$ cat config.mk
export PLATFORM = sky130hd
export DESIGN_NAME = quadrature_updown_counter
export DESIGN_NICKNAME = d
export VERILOG_FILES = /design/src/rtl/quad_counter_channel.v /design/src/rtl/quadrature_updown_counter.v
export VERILOG_INCLUDE_DIRS = /design/src /design/src/shared
export SDC_FILE = /design/constraint.sdc
export NUM_CORES = 1
export LEC_CHECK = 0
export BUFFER_PORTS_ARGS = -buffer_cell sky130_fd_sc_hd__buf_4
export CAP_MARGIN = 20
export CORE_MARGIN = 1.5
export CORE_UTILIZATION = 62
export CTS_BUF_LIST = sky130_fd_sc_hd__clkbuf_16
export DETAILED_ROUTE_END_ITERATION = 10
export PLACE_DENSITY = 0.86
export SYNTH_ARGS = -nofsm -noshare
export SYNTH_HDL_FRONTEND = slang
export SYNTH_SLANG_ARGS = --single-unit
$ cat constraint.sdc
create_clock -name CLK -period 8 [get_ports CLK]
set_clock_uncertainty 0.1 [all_clocks]
set_input_delay 1.6 -clock CLK [delete_from_list [all_inputs] [get_ports CLK]]
set_output_delay 1.6 -clock CLK [all_outputs]
set_load 0.1 [all_outputs]
$ cat src/shared/quad_counter_regs.vh
// Register map and field constants of the quadrature up/down counter
// Function
// - Two counters: inputs one/two, three/four
// - Count both edges, twice the pulses
// - Handle count rates up to 3000 Hz
// - Counter operates only while enabled
// - Clear forces value zero, zero flag follows
// - Load rising edge copies start value
// - Flags follow loaded value at once
// - Upper flag when value at/above upper
// - Lower flag when value at/below lower
// - Zero flag exactly when value is zero
// - Range overflow flags, value holds last
// - Overflow direction sets comparison flags
// - Setpoints and start value signed 32-bit
// - Actual value output continuously, signed
// - Clear acts only in run state
// - Retentive value survives stop; reset clears it
// - Retentive counter resumes on run start
// - Shared input: last counter runs only
`ifndef QUAD_COUNTER_REGS_VH
`define QUAD_COUNTER_REGS_VH

// ----------------------------------------------------------------
// Address map, byte addresses
// ----------------------------------------------------------------
`define QC_CH_STRIDE 8'h20
`define QC_CTRL 8'h00
`define QC_UPPER 8'h04
`define QC_LOWER 8'h08
`define QC_START 8'h0c
`define QC_VALUE 8'h10
`define QC_STATUS 8'h14
`define QC_RUN 8'h40

// ----------------------------------------------------------------
// Field positions
// ----------------------------------------------------------------
`define QC_EN_BIT 0
`define QC_CLR_BIT 1
`define QC_LOAD_BIT 2
`define QC_RET_BIT 3
`define QC_SEL_BIT 4
`define QC_ST_UPPER 0
`define QC_ST_LOWER 1
`define QC_ST_ZERO 2
`define QC_ST_RANGE 3

// ----------------------------------------------------------------
// Reset values and codes
// ----------------------------------------------------------------
`define QC_CTRL_RST 5'h00
`define QC_FLAGS_RST 4'h4
`define QC_WORD_RST 32'h00000000
`define QC_RUN_RST 1'b0
`define QC_RESP_OKAY 2'h0
`define QC_RESP_SLVERR 2'h2

`endif

$ cat src/rtl/quad_counter_channel.v
// One quadrature counter instance with saturation and comparison flags
`timescale 1ns/1ps
`default_nettype none
`include "quad_counter_regs.vh"

module quad_counter_channel (
  input wire clk,
  input wire rstn,
  input wire chan_a,
  input wire chan_b,
  input wire run,
  input wire run_start,
  input wire enable,
  input wire clear,
  input wire load,
  input wire retentive,
  input wire [31:0] upper,
  input wire [31:0] lower,
  input wire [31:0] start,
  output reg [31:0] value_reg,
  output reg [3:0] flags_reg
);

  reg a_prev_reg;
  reg load_prev_reg;
  reg range_reg;
  reg neg_reg;
  reg [31:0] value_next;
  reg range_next;
  reg neg_next;
  reg [3:0] flags_next;

  // Both edges of A are counted; B gives the direction
  wire a_edge = chan_a ^ a_prev_reg;
  wire count_up = chan_a ^ chan_b;
  wire step = a_edge & enable & run;
  wire [32:0] step_val = count_up ? 33'h000000001 : 33'h1ffffffff;
  wire [32:0] sum = {value_reg[31], value_reg} + step_val;
  wire ovf = sum[32] ^ sum[31];

  always @* begin
    value_next = value_reg;
    range_next = range_reg;
    neg_next = neg_reg;
    if (clear && run) begin
      value_next = `QC_WORD_RST;
      range_next = 1'b0;
    end else if (load && !load_prev_reg) begin
      value_next = start;
      range_next = 1'b0;
    end else if (run_start && !retentive) begin
      value_next = `QC_WORD_RST;
      range_next = 1'b0;
    end else if (step) begin
      if (ovf) begin
        range_next = 1'b1;
        neg_next = sum[32];
      end else begin
        value_next = sum[31:0];
        range_next = 1'b0;
      end
    end
    if (range_next) begin
      flags_next = neg_next ? 4'h2 : 4'h1;
    end else begin
      flags_next[`QC_ST_UPPER] = $signed(value_next) >= $signed(upper);
      flags_next[`QC_ST_LOWER] = $signed(value_next) <= $signed(lower);
      flags_next[`QC_ST_ZERO] = value_next == `QC_WORD_RST;
      flags_next[`QC_ST_RANGE] = 1'b0;
    end
    flags_next[`QC_ST_RANGE] = range_next;
  end

  always @(posedge clk or negedge rstn) begin
    if (!rstn) begin
      a_prev_reg <= 1'b0;
      load_prev_reg <= 1'b0;
      range_reg <= 1'b0;
      neg_reg <= 1'b0;
      value_reg <= `QC_WORD_RST;
      flags_reg <= `QC_FLAGS_RST;
    end else begin
      a_prev_reg <= chan_a;
      load_prev_reg <= load;
      range_reg <= range_next;
      neg_reg <= neg_next;
      value_reg <= value_next;
      flags_reg <= flags_next;
    end
  end

endmodule // quad_counter_channel
`default_nettype wire

$ cat src/rtl/quadrature_updown_counter.v
// Two quadrature counters behind an AXI4-Lite register slave
`timescale 1ns/1ps
`default_nettype none
`include "quad_counter_regs.vh"

module quadrature_updown_counter #(
  parameter NUM_CH = 2
) (
  input wire CLK,
  input wire RSTN,
  input wire FIRST_CHANNEL_A_INPUT,
  input wire FIRST_CHANNEL_B_INPUT,
  input wire SECOND_CHANNEL_A_INPUT,
  input wire SECOND_CHANNEL_B_INPUT,
  input wire [7:0] AWADDR,
  input wire AWVALID,
  output reg AWREADY,
  input wire [31:0] WDATA,
  input wire [3:0] WSTRB,
  input wire WVALID,
  output reg WREADY,
  output reg [1:0] BRESP,
  output reg BVALID,
  input wire BREADY,
  input wire [7:0] ARADDR,
  input wire ARVALID,
  output reg ARREADY,
  output reg [31:0] RDATA,
  output reg [1:0] RRESP,
  output reg RVALID,
  input wire RREADY,
  output wire [31:0] ACTUAL_VALUE_OUT_0,
  output wire [31:0] ACTUAL_VALUE_OUT_1,
  output wire [1:0] UPPER_REACHED_FLAG,
  output wire [1:0] LOWER_REACHED_FLAG,
  output wire [1:0] ZERO_FLAG,
  output wire [1:0] RANGE_EXCEEDED_FLAG
);

  // ----------------------------------------------------------------
  // Address decode
  // ----------------------------------------------------------------
  localparam F_CTRL = 3'd0;
  localparam F_UPPER = 3'd1;
  localparam F_LOWER = 3'd2;
  localparam F_START = 3'd3;
  localparam F_VALUE = 3'd4;
  localparam F_STATUS = 3'd5;
  localparam F_RUN = 3'd6;
  localparam F_NONE = 3'd7;

  // Maps a byte address to a field code
  function [2:0] field_of;
    input [7:0] addr;
    begin
      if (addr == `QC_RUN) begin
        field_of = F_RUN;
      end else if (addr[7:6] != 2'h0 || addr[1:0] != 2'h0) begin
        field_of = F_NONE;
      end else begin
        case ({3'h0, addr[4:0]})
          `QC_CTRL: field_of = F_CTRL;
          `QC_UPPER: field_of = F_UPPER;
          `QC_LOWER: field_of = F_LOWER;
          `QC_START: field_of = F_START;
          `QC_VALUE: field_of = F_VALUE;
          `QC_STATUS: field_of = F_STATUS;
          default: field_of = F_NONE;
        endcase
      end
    end
  endfunction

  // Applies byte strobes to a stored word
  function [31:0] merge;
    input [31:0] old;
    input [31:0] data;
    input [3:0] strb;
    integer i;
    begin
      merge = old;
      for (i = 0; i < 4; i = i + 1) begin
        if (strb[i]) begin
          merge[8*i +: 8] = data[8*i +: 8];
        end
      end
    end
  endfunction

  // ----------------------------------------------------------------
  // Pin synchronisers
  // ----------------------------------------------------------------
  // Bit order: first A, first B, second A, second B
  reg [3:0] pin_meta_reg;
  reg [3:0] pin_sync_reg;
  wire [3:0] pins = {SECOND_CHANNEL_B_INPUT, SECOND_CHANNEL_A_INPUT,
                     FIRST_CHANNEL_B_INPUT, FIRST_CHANNEL_A_INPUT};

  // Sampling at 250 MHz leaves wide margin over the encoder rate
  always @(posedge CLK or negedge RSTN) begin
    if (!RSTN) begin
      pin_meta_reg <= 4'h0;
      pin_sync_reg <= 4'h0;
    end else begin
      pin_meta_reg <= pins;
      pin_sync_reg <= pin_meta_reg;
    end
  end

  // ----------------------------------------------------------------
  // Register state
  // ----------------------------------------------------------------
  reg [4:0] ctrl_reg [0:NUM_CH-1];
  reg [31:0] upper_reg [0:NUM_CH-1];
  reg [31:0] lower_reg [0:NUM_CH-1];
  reg [31:0] start_reg [0:NUM_CH-1];
  reg run_reg;
  reg run_prev_reg;
  wire run_start = run_reg & ~run_prev_reg;
  wire [31:0] value_w [0:NUM_CH-1];
  wire [3:0] flags_w [0:NUM_CH-1];
  wire [NUM_CH-1:0] pair_w;

  // ----------------------------------------------------------------
  // Counter instances
  // ----------------------------------------------------------------
  genvar c;
  generate
    for (c = 0; c < NUM_CH; c = c + 1) begin : g_ch
      // Each counter uses its own pin pair unless steered to the other
      wire pair = (c == 1) ^ ctrl_reg[c][`QC_SEL_BIT];
      // A later counter that claims the same pair silences this one
      wire claimed_later = (c == 0) && (pair_w[0] == pair_w[1]);
      wire ch_enable = ctrl_reg[c][`QC_EN_BIT] & ~claimed_later;
      assign pair_w[c] = pair;
      quad_counter_channel u_channel (
        .clk(CLK),
        .rstn(RSTN),
        .chan_a(pin_sync_reg[{pair, 1'b0}]),
        .chan_b(pin_sync_reg[{pair, 1'b1}]),
        .run(run_reg),
        .run_start(run_start),
        .enable(ch_enable),
        .clear(ctrl_reg[c][`QC_CLR_BIT]),
        .load(ctrl_reg[c][`QC_LOAD_BIT]),
        .retentive(ctrl_reg[c][`QC_RET_BIT]),
        .upper(upper_reg[c]),
        .lower(lower_reg[c]),
        .start(start_reg[c]),
        .value_reg(value_w[c]),
        .flags_reg(flags_w[c])
      );
      assign UPPER_REACHED_FLAG[c] = flags_w[c][`QC_ST_UPPER];
      assign LOWER_REACHED_FLAG[c] = flags_w[c][`QC_ST_LOWER];
      assign ZERO_FLAG[c] = flags_w[c][`QC_ST_ZERO];
      assign RANGE_EXCEEDED_FLAG[c] = flags_w[c][`QC_ST_RANGE];
    end
  endgenerate

  assign ACTUAL_VALUE_OUT_0 = value_w[0];
  assign ACTUAL_VALUE_OUT_1 = value_w[1];

  // ----------------------------------------------------------------
  // Write channel
  // ----------------------------------------------------------------
  reg aw_have_reg;
  reg w_have_reg;
  reg [7:0] aw_addr_reg;
  reg [31:0] w_data_reg;
  reg [3:0] w_strb_reg;
  wire do_write = aw_have_reg & w_have_reg;
  wire [2:0] w_field = field_of(aw_addr_reg);
  wire w_ch = aw_addr_reg[5];
  wire [31:0] ctrl_merged = merge({27'h0, ctrl_reg[w_ch]}, w_data_reg, w_strb_reg);
  integer k;

  always @(posedge CLK or negedge RSTN) begin
    if (!RSTN) begin
      AWREADY <= 1'b0;
      WREADY <= 1'b0;
      BVALID <= 1'b0;
      BRESP <= `QC_RESP_OKAY;
      aw_have_reg <= 1'b0;
      w_have_reg <= 1'b0;
      aw_addr_reg <= 8'h00;
      w_data_reg <= `QC_WORD_RST;
      w_strb_reg <= 4'h0;
      run_reg <= `QC_RUN_RST;
      run_prev_reg <= `QC_RUN_RST;
      for (k = 0; k < NUM_CH; k = k + 1) begin
        ctrl_reg[k] <= `QC_CTRL_RST;
        upper_reg[k] <= `QC_WORD_RST;
        lower_reg[k] <= `QC_WORD_RST;
        start_reg[k] <= `QC_WORD_RST;
      end
    end else begin
      run_prev_reg <= run_reg;
      AWREADY <= !aw_have_reg && !BVALID;
      WREADY <= !w_have_reg && !BVALID;
      if (AWREADY && AWVALID) begin
        aw_have_reg <= 1'b1;
        aw_addr_reg <= AWADDR;
        AWREADY <= 1'b0;
      end
      if (WREADY && WVALID) begin
        w_have_reg <= 1'b1;
        w_data_reg <= WDATA;
        w_strb_reg <= WSTRB;
        WREADY <= 1'b0;
      end
      if (do_write) begin
        aw_have_reg <= 1'b0;
        w_have_reg <= 1'b0;
        AWREADY <= 1'b0;
        WREADY <= 1'b0;
        BVALID <= 1'b1;
        BRESP <= (w_field == F_NONE) ? `QC_RESP_SLVERR : `QC_RESP_OKAY;
        case (w_field)
          F_CTRL: ctrl_reg[w_ch] <= ctrl_merged[4:0];
          F_UPPER: upper_reg[w_ch] <= merge(upper_reg[w_ch], w_data_reg, w_strb_reg);
          F_LOWER: lower_reg[w_ch] <= merge(lower_reg[w_ch], w_data_reg, w_strb_reg);
          F_START: start_reg[w_ch] <= merge(start_reg[w_ch], w_data_reg, w_strb_reg);
          F_RUN: begin
            if (w_strb_reg[0]) begin
              run_reg <= w_data_reg[0];
            end
          end
          default: begin
          end
        endcase
      end
      if (BVALID && BREADY) begin
        BVALID <= 1'b0;
      end
    end
  end

  // ----------------------------------------------------------------
  // Read channel
  // ----------------------------------------------------------------
  wire [2:0] r_field = field_of(ARADDR);
  wire r_ch = ARADDR[5];
  reg [31:0] read_word;

  always @* begin
    case (r_field)
      F_CTRL: read_word = {27'h0, ctrl_reg[r_ch]};
      F_UPPER: read_word = upper_reg[r_ch];
      F_LOWER: read_word = lower_reg[r_ch];
      F_START: read_word = start_reg[r_ch];
      F_VALUE: read_word = value_w[r_ch];
      F_STATUS: read_word = {28'h0, flags_w[r_ch]};
      F_RUN: read_word = {31'h0, run_reg};
      default: read_word = `QC_WORD_RST;
    endcase
  end

  always @(posedge CLK or negedge RSTN) begin
    if (!RSTN) begin
      ARREADY <= 1'b0;
      RVALID <= 1'b0;
      RDATA <= `QC_WORD_RST;
      RRESP <= `QC_RESP_OKAY;
    end else begin
      ARREADY <= !RVALID;
      if (ARREADY && ARVALID) begin
        ARREADY <= 1'b0;
        RVALID <= 1'b1;
        RDATA <= read_word;
        RRESP <= (r_field == F_NONE) ? `QC_RESP_SLVERR : `QC_RESP_OKAY;
      end
      if (RVALID && RREADY) begin
        RVALID <= 1'b0;
        ARREADY <= 1'b0;
      end
    end
  end

endmodule // quadrature_updown_counter
`default_nettype wire

; ---- Word-level counts from Yosys, hierarchy flattened
; Index checks and enable logic that the tools add are counted.
[totals]
regBits = 379
inputBits = 63
out_inout_bits = 113
[classes]
add_sub_neg = 2
order_cmp = 11
eq_ne = 25
muxes = 142
n_bitwise = 18
reduce_logical = 43
[op_table]
columns = op, n
row1 = $mux W32, 32
row2 = $mux W8, 36
row3 = $pmux W32 S7, 1
row4 = $bwmux W64, 3
row5 = $add A33 B33 Y33, 2
row6 = $mux W33, 2
row7 = $ge A32 B32 Y1, 2
row8 = $le A32 B32 Y1, 2
row9 = $logic_not A32 Y1, 2
row10 = $mux W1, 42
row11 = $mux W5, 8
row12 = $pmux W3 S6, 2
row13 = $demux W32 S1, 1
row14 = $eq A5 B4 Y1 const B, 4
row15 = $eq A5 B5 Y1 const B, 4
row16 = $eq A3 B3 Y1 const B, 6
row17 = $mux W3, 6
row18 = $eq A8 B7 Y1 const B, 2
row19 = $reduce_bool A2 Y1, 8
row20 = $logic_and A1 B1 Y1, 14
row21 = $eq A3 B2 Y1 const B, 4
row22 = $lt A2 B3 Y1 const B, 4
row23 = $mux W4, 3
row24 = $bwmux W10, 1
row25 = other kinds (17), 50

; ---- Logic depth before layout (Yosys ltp)
[logic_depth]
depth_word = 14
ltp_mapped = 32

; ---- By module
; From an unflattened synthesis, not the netlist that was laid out.
[unflattened]
cells_unflattened = 2402
hier_area_um2 = 24135.6
[by_module_without_submodules]
columns = mod, n_inst, cells_per_inst, area_each_um2
row1 = quadrature_updown_counter, 1, 997, 13568.0
row2 = quad_counter_channel at g_ch[0].u_channel, 1, 726, 5460.2
row3 = quad_counter_channel at g_ch[1].u_channel, 1, 679, 5107.4

; ---- Worst setup path before layout
; Ideal clock, no wire load.
[synth_timing]
path_type = register to register
start = register ctrl_reg[4] (netlist bit)
end = register g_ch[1].u_channel.flags_reg[0]
arrival_ns = 6.977
required_time_ns = 7.769
slack_ns = 0.792
path_stages_with_launch = 33
synth_period_minus_slack_ns = 7.208
cell_sequence = dfrtp_1 -> clkbuf_1 -> mux2i_1 -> buf_2 -> clkbuf_1 -> clkbuf_1 -> clkbuf_1 -> buf_1 -> xnor2_1 -> ha_1 -> or4_1 -> and3b_1 -> a31oi_1 -> a2bb2oi_4 -> a2bb2oi_4 -> xnor2_2 -> buf_6 -> buf_6 -> o31a_1 -> o21ai_1 -> o21ai_0 -> ha_1 -> a21o_1 -> a21o_1 -> a21o_1 -> a21o_1 -> a21oi_1 -> nor2b_1 -> o21ai_0 -> nand2b_1 -> a211o_1 -> a2111o_1 -> o2bb2ai_1
[synth_between]
elab_chain_cells = 13
[synth_rtl]
columns = element, line_no
row1 = from (decl), quadrature_updown_counter.v:113  ; reg [4:0] ctrl_reg [0:NUM_CH-1];
row2 = "from (signal, indexed assignment)", quadrature_updown_counter.v:191  ; ctrl_reg[k] <= `QC_CTRL_RST;
row3 = "from (signal, indexed assignment)", quadrature_updown_counter.v:219  ; F_CTRL: ctrl_reg[w_ch] <= ctrl_merged[4:0];
row4 = $mux W1 (on tied branches) (2 in a row), "quadrature_updown_counter.v:139, quadrature_updown_counter.v:140"
row5 = $xor A1 B1 Y1, quad_counter_channel.v:35  ; wire count_up = chan_a ^ chan_b;
row6 = $mux W33, quad_counter_channel.v:37  ; wire [32:0] step_val = count_up ? 33'h000000001 : 33'h1ffffffff;
row7 = $add A33 B33 Y33, quad_counter_channel.v:38  ; wire [32:0] sum = {value_reg[31], value_reg} + step_val;
row8 = $xor A1 B1 Y1, quad_counter_channel.v:39  ; wire ovf = sum[32] ^ sum[31];
row9 = $mux W32, quad_counter_channel.v:55  ; if (ovf) begin
row10 = $mux W32 *, quad_counter_channel.v:54  ; end else if (step) begin
row11 = $mux W32 *, quad_counter_channel.v:51  ; end else if (run_start && !retentive) begin
row12 = $mux W32 *, quad_counter_channel.v:48  ; end else if (load && !load_prev_reg) begin
row13 = $mux W32 *, quad_counter_channel.v:45  ; if (clear && run) begin
row14 = net g_ch[1].u_channel.value_next[17], quad_counter_channel.v:28  ; reg [31:0] value_next;
row15 = $ge A32 B32 Y1 *, quad_counter_channel.v:66  ; flags_next[`QC_ST_UPPER] = $signed(value_next) >= $signed(upper);
row16 = $mux W3 *, quad_counter_channel.v:63  ; if (range_next) begin
row17 = net g_ch[1].u_channel.flags_next[0], quad_counter_channel.v:31  ; reg [3:0] flags_next;
row18 = to (signal assigned), quad_counter_channel.v:81  ; flags_reg <= `QC_FLAGS_RST;
row19 = to (signal assigned), quad_counter_channel.v:88  ; flags_reg <= flags_next;
row20 = to (decl), quad_counter_channel.v:21  ; output reg [3:0] flags_reg
; The timed path passes the listed nets; every way through them passes the cells marked *. The select of a mux whose other input is x is not followed.
; A chain may end at the register's enable or synchronous reset.

; ---- Final worst setup path
[layout_timing]
start = register pin_sync_reg[2]
end = register g_ch[0].u_channel.flags_reg[0]
[layout_between]
elab_chain_cells = 13
[layout_rtl]
columns = element, line_no
row1 = from (decl), quadrature_updown_counter.v:95  ; reg [3:0] pin_sync_reg;
row2 = from (signal assigned), quadrature_updown_counter.v:106  ; pin_sync_reg <= pin_meta_reg;
row3 = $mux W1 (implied by the code) * (2 in a row), quadrature_updown_counter.v:139  ; .chan_a(pin_sync_reg[{pair, 1'b0}]),
row4 = $xor A1 B1 Y1, quad_counter_channel.v:35
row5 = $mux W33, quad_counter_channel.v:37
row6 = $add A33 B33 Y33, quad_counter_channel.v:38
row7 = $xor A1 B1 Y1, quad_counter_channel.v:39
row8 = $mux W32, quad_counter_channel.v:55
row9 = $mux W32 *, quad_counter_channel.v:54
row10 = $mux W32 *, quad_counter_channel.v:51
row11 = $mux W32 *, quad_counter_channel.v:48
row12 = $mux W32 *, quad_counter_channel.v:45
row13 = net g_ch[0].u_channel.value_next[1], quad_counter_channel.v:28
row14 = $ge A32 B32 Y1 *, quad_counter_channel.v:66
row15 = $mux W3 *, quad_counter_channel.v:63
row16 = net g_ch[0].u_channel.flags_next[0], quad_counter_channel.v:31
row17 = to (signal assigned), quad_counter_channel.v:81
row18 = to (signal assigned), quad_counter_channel.v:88
row19 = to (decl), quad_counter_channel.v:21
; Marks and branches as above.

==> results.md <==
- Gpl congestion: 1.057
- Post-CTS Setup Bufs: 0
- Seq pwr share: 43.0%
- Area Growth Syn to Fin: 12.34%
- TritonCTS clock tree: done
- Hold Path Stages: 0
- Clock buffer depth: 3
- Min-delay src: pin_meta_reg[1]
- Tot Pwr: 0.006368 W
- Final period demand of the worst path: 7.503 ns
- Final Hold Viols: 0
- Async SR Flop Fraction: 100.0%
- Average size of a mapped cell: 9.615 um2
- Vias in the first global route: 21.57k
- DR vias/cell: 7.297
- Hold buffers post-CTS: 0
- P_sw: 0.002418 W
- Clk_lat worst skew: 0.58 ns
- Clock network power share: 31.1%
- Setup-failing EPs final: 0
- Hold crit path type: reg -> reg
- Hold Path End: pin_sync_reg[1]
- Crit Reg-Reg Endpoint: g_ch[0].u_channel.flags_reg[0]
- Post-DP HPWL: 70150 um
- First-pass GRT wire length: 139600 um
- I/O Pins: 176
- Initial Utilization: 63.40%
- Sw frac: 37.98%
- Max-capacitance violation count: 0
- Synth area leader: dfrtp_1
- Post-CTS sizing: 0
- Root buffer cell: clkbuf_16
- Top cells by area, synth: dfrtp_1 (39%), mux2_2 (6.8%), ha_1 (6.8%), o21ai_0 (3.8%), nand2_1 (3.8%)
- Congestion Overflow GR: 0
- Total CTS buffers: 43
- Least-Margin Pin Slew: 1.158 ns
- Die X: 199.9 um
- Top_reg_cell synth: dfrtp_1
- Logic gate share of total power: 25.9%
- Crit path required time: 8.36 ns
- Share of cells above drive strength 1: 18.98%
- Worst R2R Path Depth: 25
- Total track usage: 48.03%
- CP endpoint kind: flip-flop
- Reg-to-reg setup timing slack: 0.50 ns
- Critical Path AT: 7.86 ns
- Port Buffers: 173
- Wirelength per Cell: 30.44 um
- Sinks on Clock Net: 375
- Clock-pin slew on the worst setup and hold paths: 0.06 ns
- Final Cycle Share: 93.78%
- Yosys warning total: 0
- Total die area: 0.03998 mm2
- Detailed Routing Iterations Pass 1: 8
- Fin nets: 2787
- Int Pwr: 0.003950 W
- Post-route setup TNS: 0 ns
- Fmax: 133.3 MHz
- Htree depth: 2
- Leakage Power: 11.65 nW
- Site Rows: 71
- Post-Syn Area: 0.02405 mm2
- Outcome: completed
- Core area: 0.03793 mm2
- Crit start category: flip-flop
- PwrDens: 235.7 mW/mm2
- Post-Synthesis Cells: 2501
- RSZ-0062 raised after global routing: false
- Iter 0 DRT Violations: 3032
- Seq cells post-synth: 375
- WL final: 95490 um
- Largest net degree at the start of global routing: 161
- Via count: 22.89k
- Initial antenna violation count: 6
- Post-synth EDFFs: 0
- Slew HR: 22.08%
- RR Startpoint: pin_sync_reg[2]
- Crit path kind: reg -> reg
- Maximum VDD drop: 0.2887 mV
- CP Max Fanout: 20
- Synth top area share: 38.81%
- Synth cell types: 97
- Die Y: 199.9 um
- Seq/Total Area, Yosys: 39.03%
- Final max-slew violation count: 0
- # DRC: 0
- Post-route ant nets: 0
power by group through the flow:
stage	Clock, W	Combinational [W]	Sequential (W)
final	0.00198	0.00165	0.00274
after floorplan	0	0.00104	0.00261
after global routing	0.00205	0.00174	0.00273
after global placement	0	0.00154	0.00269
after detailed placement	0	0.00160	0.00272
after CTS	0.00198	0.00161	0.00269
metrics by stage:
| stage | area [um2] | hold WS (ns) | util [%] | setup WS, ns | std cells |
|---|---|---|---|---|---|
| floorplan | 24050 | 0.2312 | - | 0.7919 | 2502 |
| global placement | 25610 | 0.2711 | 67.52 | 1.109 | 3057 |
| detailed placement | 25610 | 0.2535 | 67.52 | 0.8314 | 3057 |
| CTS | 26990 | 0.2889 | 71.16 | 0.7367 | 3133 |
| global route | 27010 | 0.2951 | 71.21 | 0.2274 | 3136 |
| finish | 27010 | 0.2953 | 71.22 | 0.4973 | 3137 |
metal layers:
metal	global-route usage (%)	up-vias	wire length, um
met3	15.96	386	13880
met4	26.90	2	6184
met5	0	-	49
met1	64.40	11059	35810
li1	-	9489	-
met2	68.39	1956	39570
layout make-up:
cell class	count	area, um2
well taps	511	639.4
multi-input cells	1813	13450
flip-flops and latches	375	9387
repair buffers	208	1582
diodes	2	5.005
clock buffers	45	1126
clock inverters	31	256.5
fillers	2829	10920
inverters	152	573.1
logic make-up after synthesis:
| logic type | count (synthesis) | synth area share, % |
|---|---|---|
| buffers and inverters | 314 | 5.323 |
| multiplexers | 267 | 13.85 |
| XOR/XNOR | 37 | 1.379 |
| adder cells (fa/ha/maj) | 132 | 6.857 |
| flip-flops | 375 | 39.03 |
| other | 1 | 0.01559 |
| AO/OA/AOI/OAI | 662 | 18.50 |
| AND/OR/NAND/NOR | 713 | 15.04 |
synthesized netlist by cell type, types with 26 or more instances:
| library cell | instances |
|---|---|
| nand3_1 | 35 |
| mux4_2 | 37 |
| dfrtp_1 | 373 |
| a21o_1 | 52 |
| mux2i_1 | 83 |
| nand2_1 | 245 |
| a21oi_1 | 104 |
| a22oi_1 | 69 |
| clkbuf_1 | 117 |
| mux2_2 | 146 |
| o21ai_0 | 184 |
| ha_1 | 131 |
| xnor2_1 | 26 |
| nand4_1 | 52 |
| inv_1 | 151 |
| o22ai_1 | 39 |
| nor2_1 | 96 |
| nor3_1 | 70 |
| nor4_1 | 52 |
critical path, stage by stage, from the launching register on:
cell and delay [ns]:
dfrtp_1 0.41, xnor2_1 0.53, mux2i_4 0.15, xnor2_1 0.17, ha_1 0.24, nor4_1 0.44, nand2_1 0.26, o41ai_4 0.41
a221o_1 0.28, a221oi_4 0.11, o211a_1 0.52, nor2_1 0.78, a31oi_1 0.26, nand2_1 0.19, ha_1 0.26, nor2b_1 0.14
o21a_1 0.17, o21ai_0 0.17, nand2b_1 0.09, a221o_1 0.38, a21o_1 0.20, a21o_1 0.18, a21oi_1 0.18, o31ai_1 0.17
a2111o_1 0.40, a22o_1 0.19
worst max-delay path by stage:
| stage | to | slack [ns] | startpoint | cells after the start |
|---|---|---|---|---|
| final | g_ch[0].u_channel.flags_reg[0] | 0.50 | pin_sync_reg[2] | 25 |
| after global routing | g_ch[0].u_channel.flags_reg[0] | 0.23 | pin_sync_reg[2] | 25 |
| after CTS | g_ch[0].u_channel.flags_reg[0] | 0.74 | pin_sync_reg[2] | 25 |
| after detailed placement | g_ch[0].u_channel.flags_reg[0] | 0.83 | pin_sync_reg[2] | 25 |
| after global placement | g_ch[1].u_channel.flags_reg[0] | 1.11 | pin_sync_reg[2] | 23 |
| after floorplan | g_ch[1].u_channel.flags_reg[0] | 0.79 | ctrl_reg[4] | 32 |
cells in the final DEF (no fill, tap or decap), drive strengths merged, types with 22 or more instances in the layout:
cell type	synthesis	routed
a22o	23	23
mux2i	84	84
mux4	37	37
nor4	54	54
or4	22	22
nor2	97	97
nand2	246	246
buf	44	207
a21o	52	52
mux2	146	146
a22oi	69	69
and3	23	23
o22ai	39	39
o211ai	23	23
ha	131	131
nand4	52	52
dfrtp	373	373
inv	152	161
nor3	71	71
nand2b	23	23
a21oi	104	104
xnor2	27	27
o21ai	197	197
nand3	35	35
clkbuf	118	46
nor2b	23	23
or3	27	27
Power figures use the tool's default switching activity.
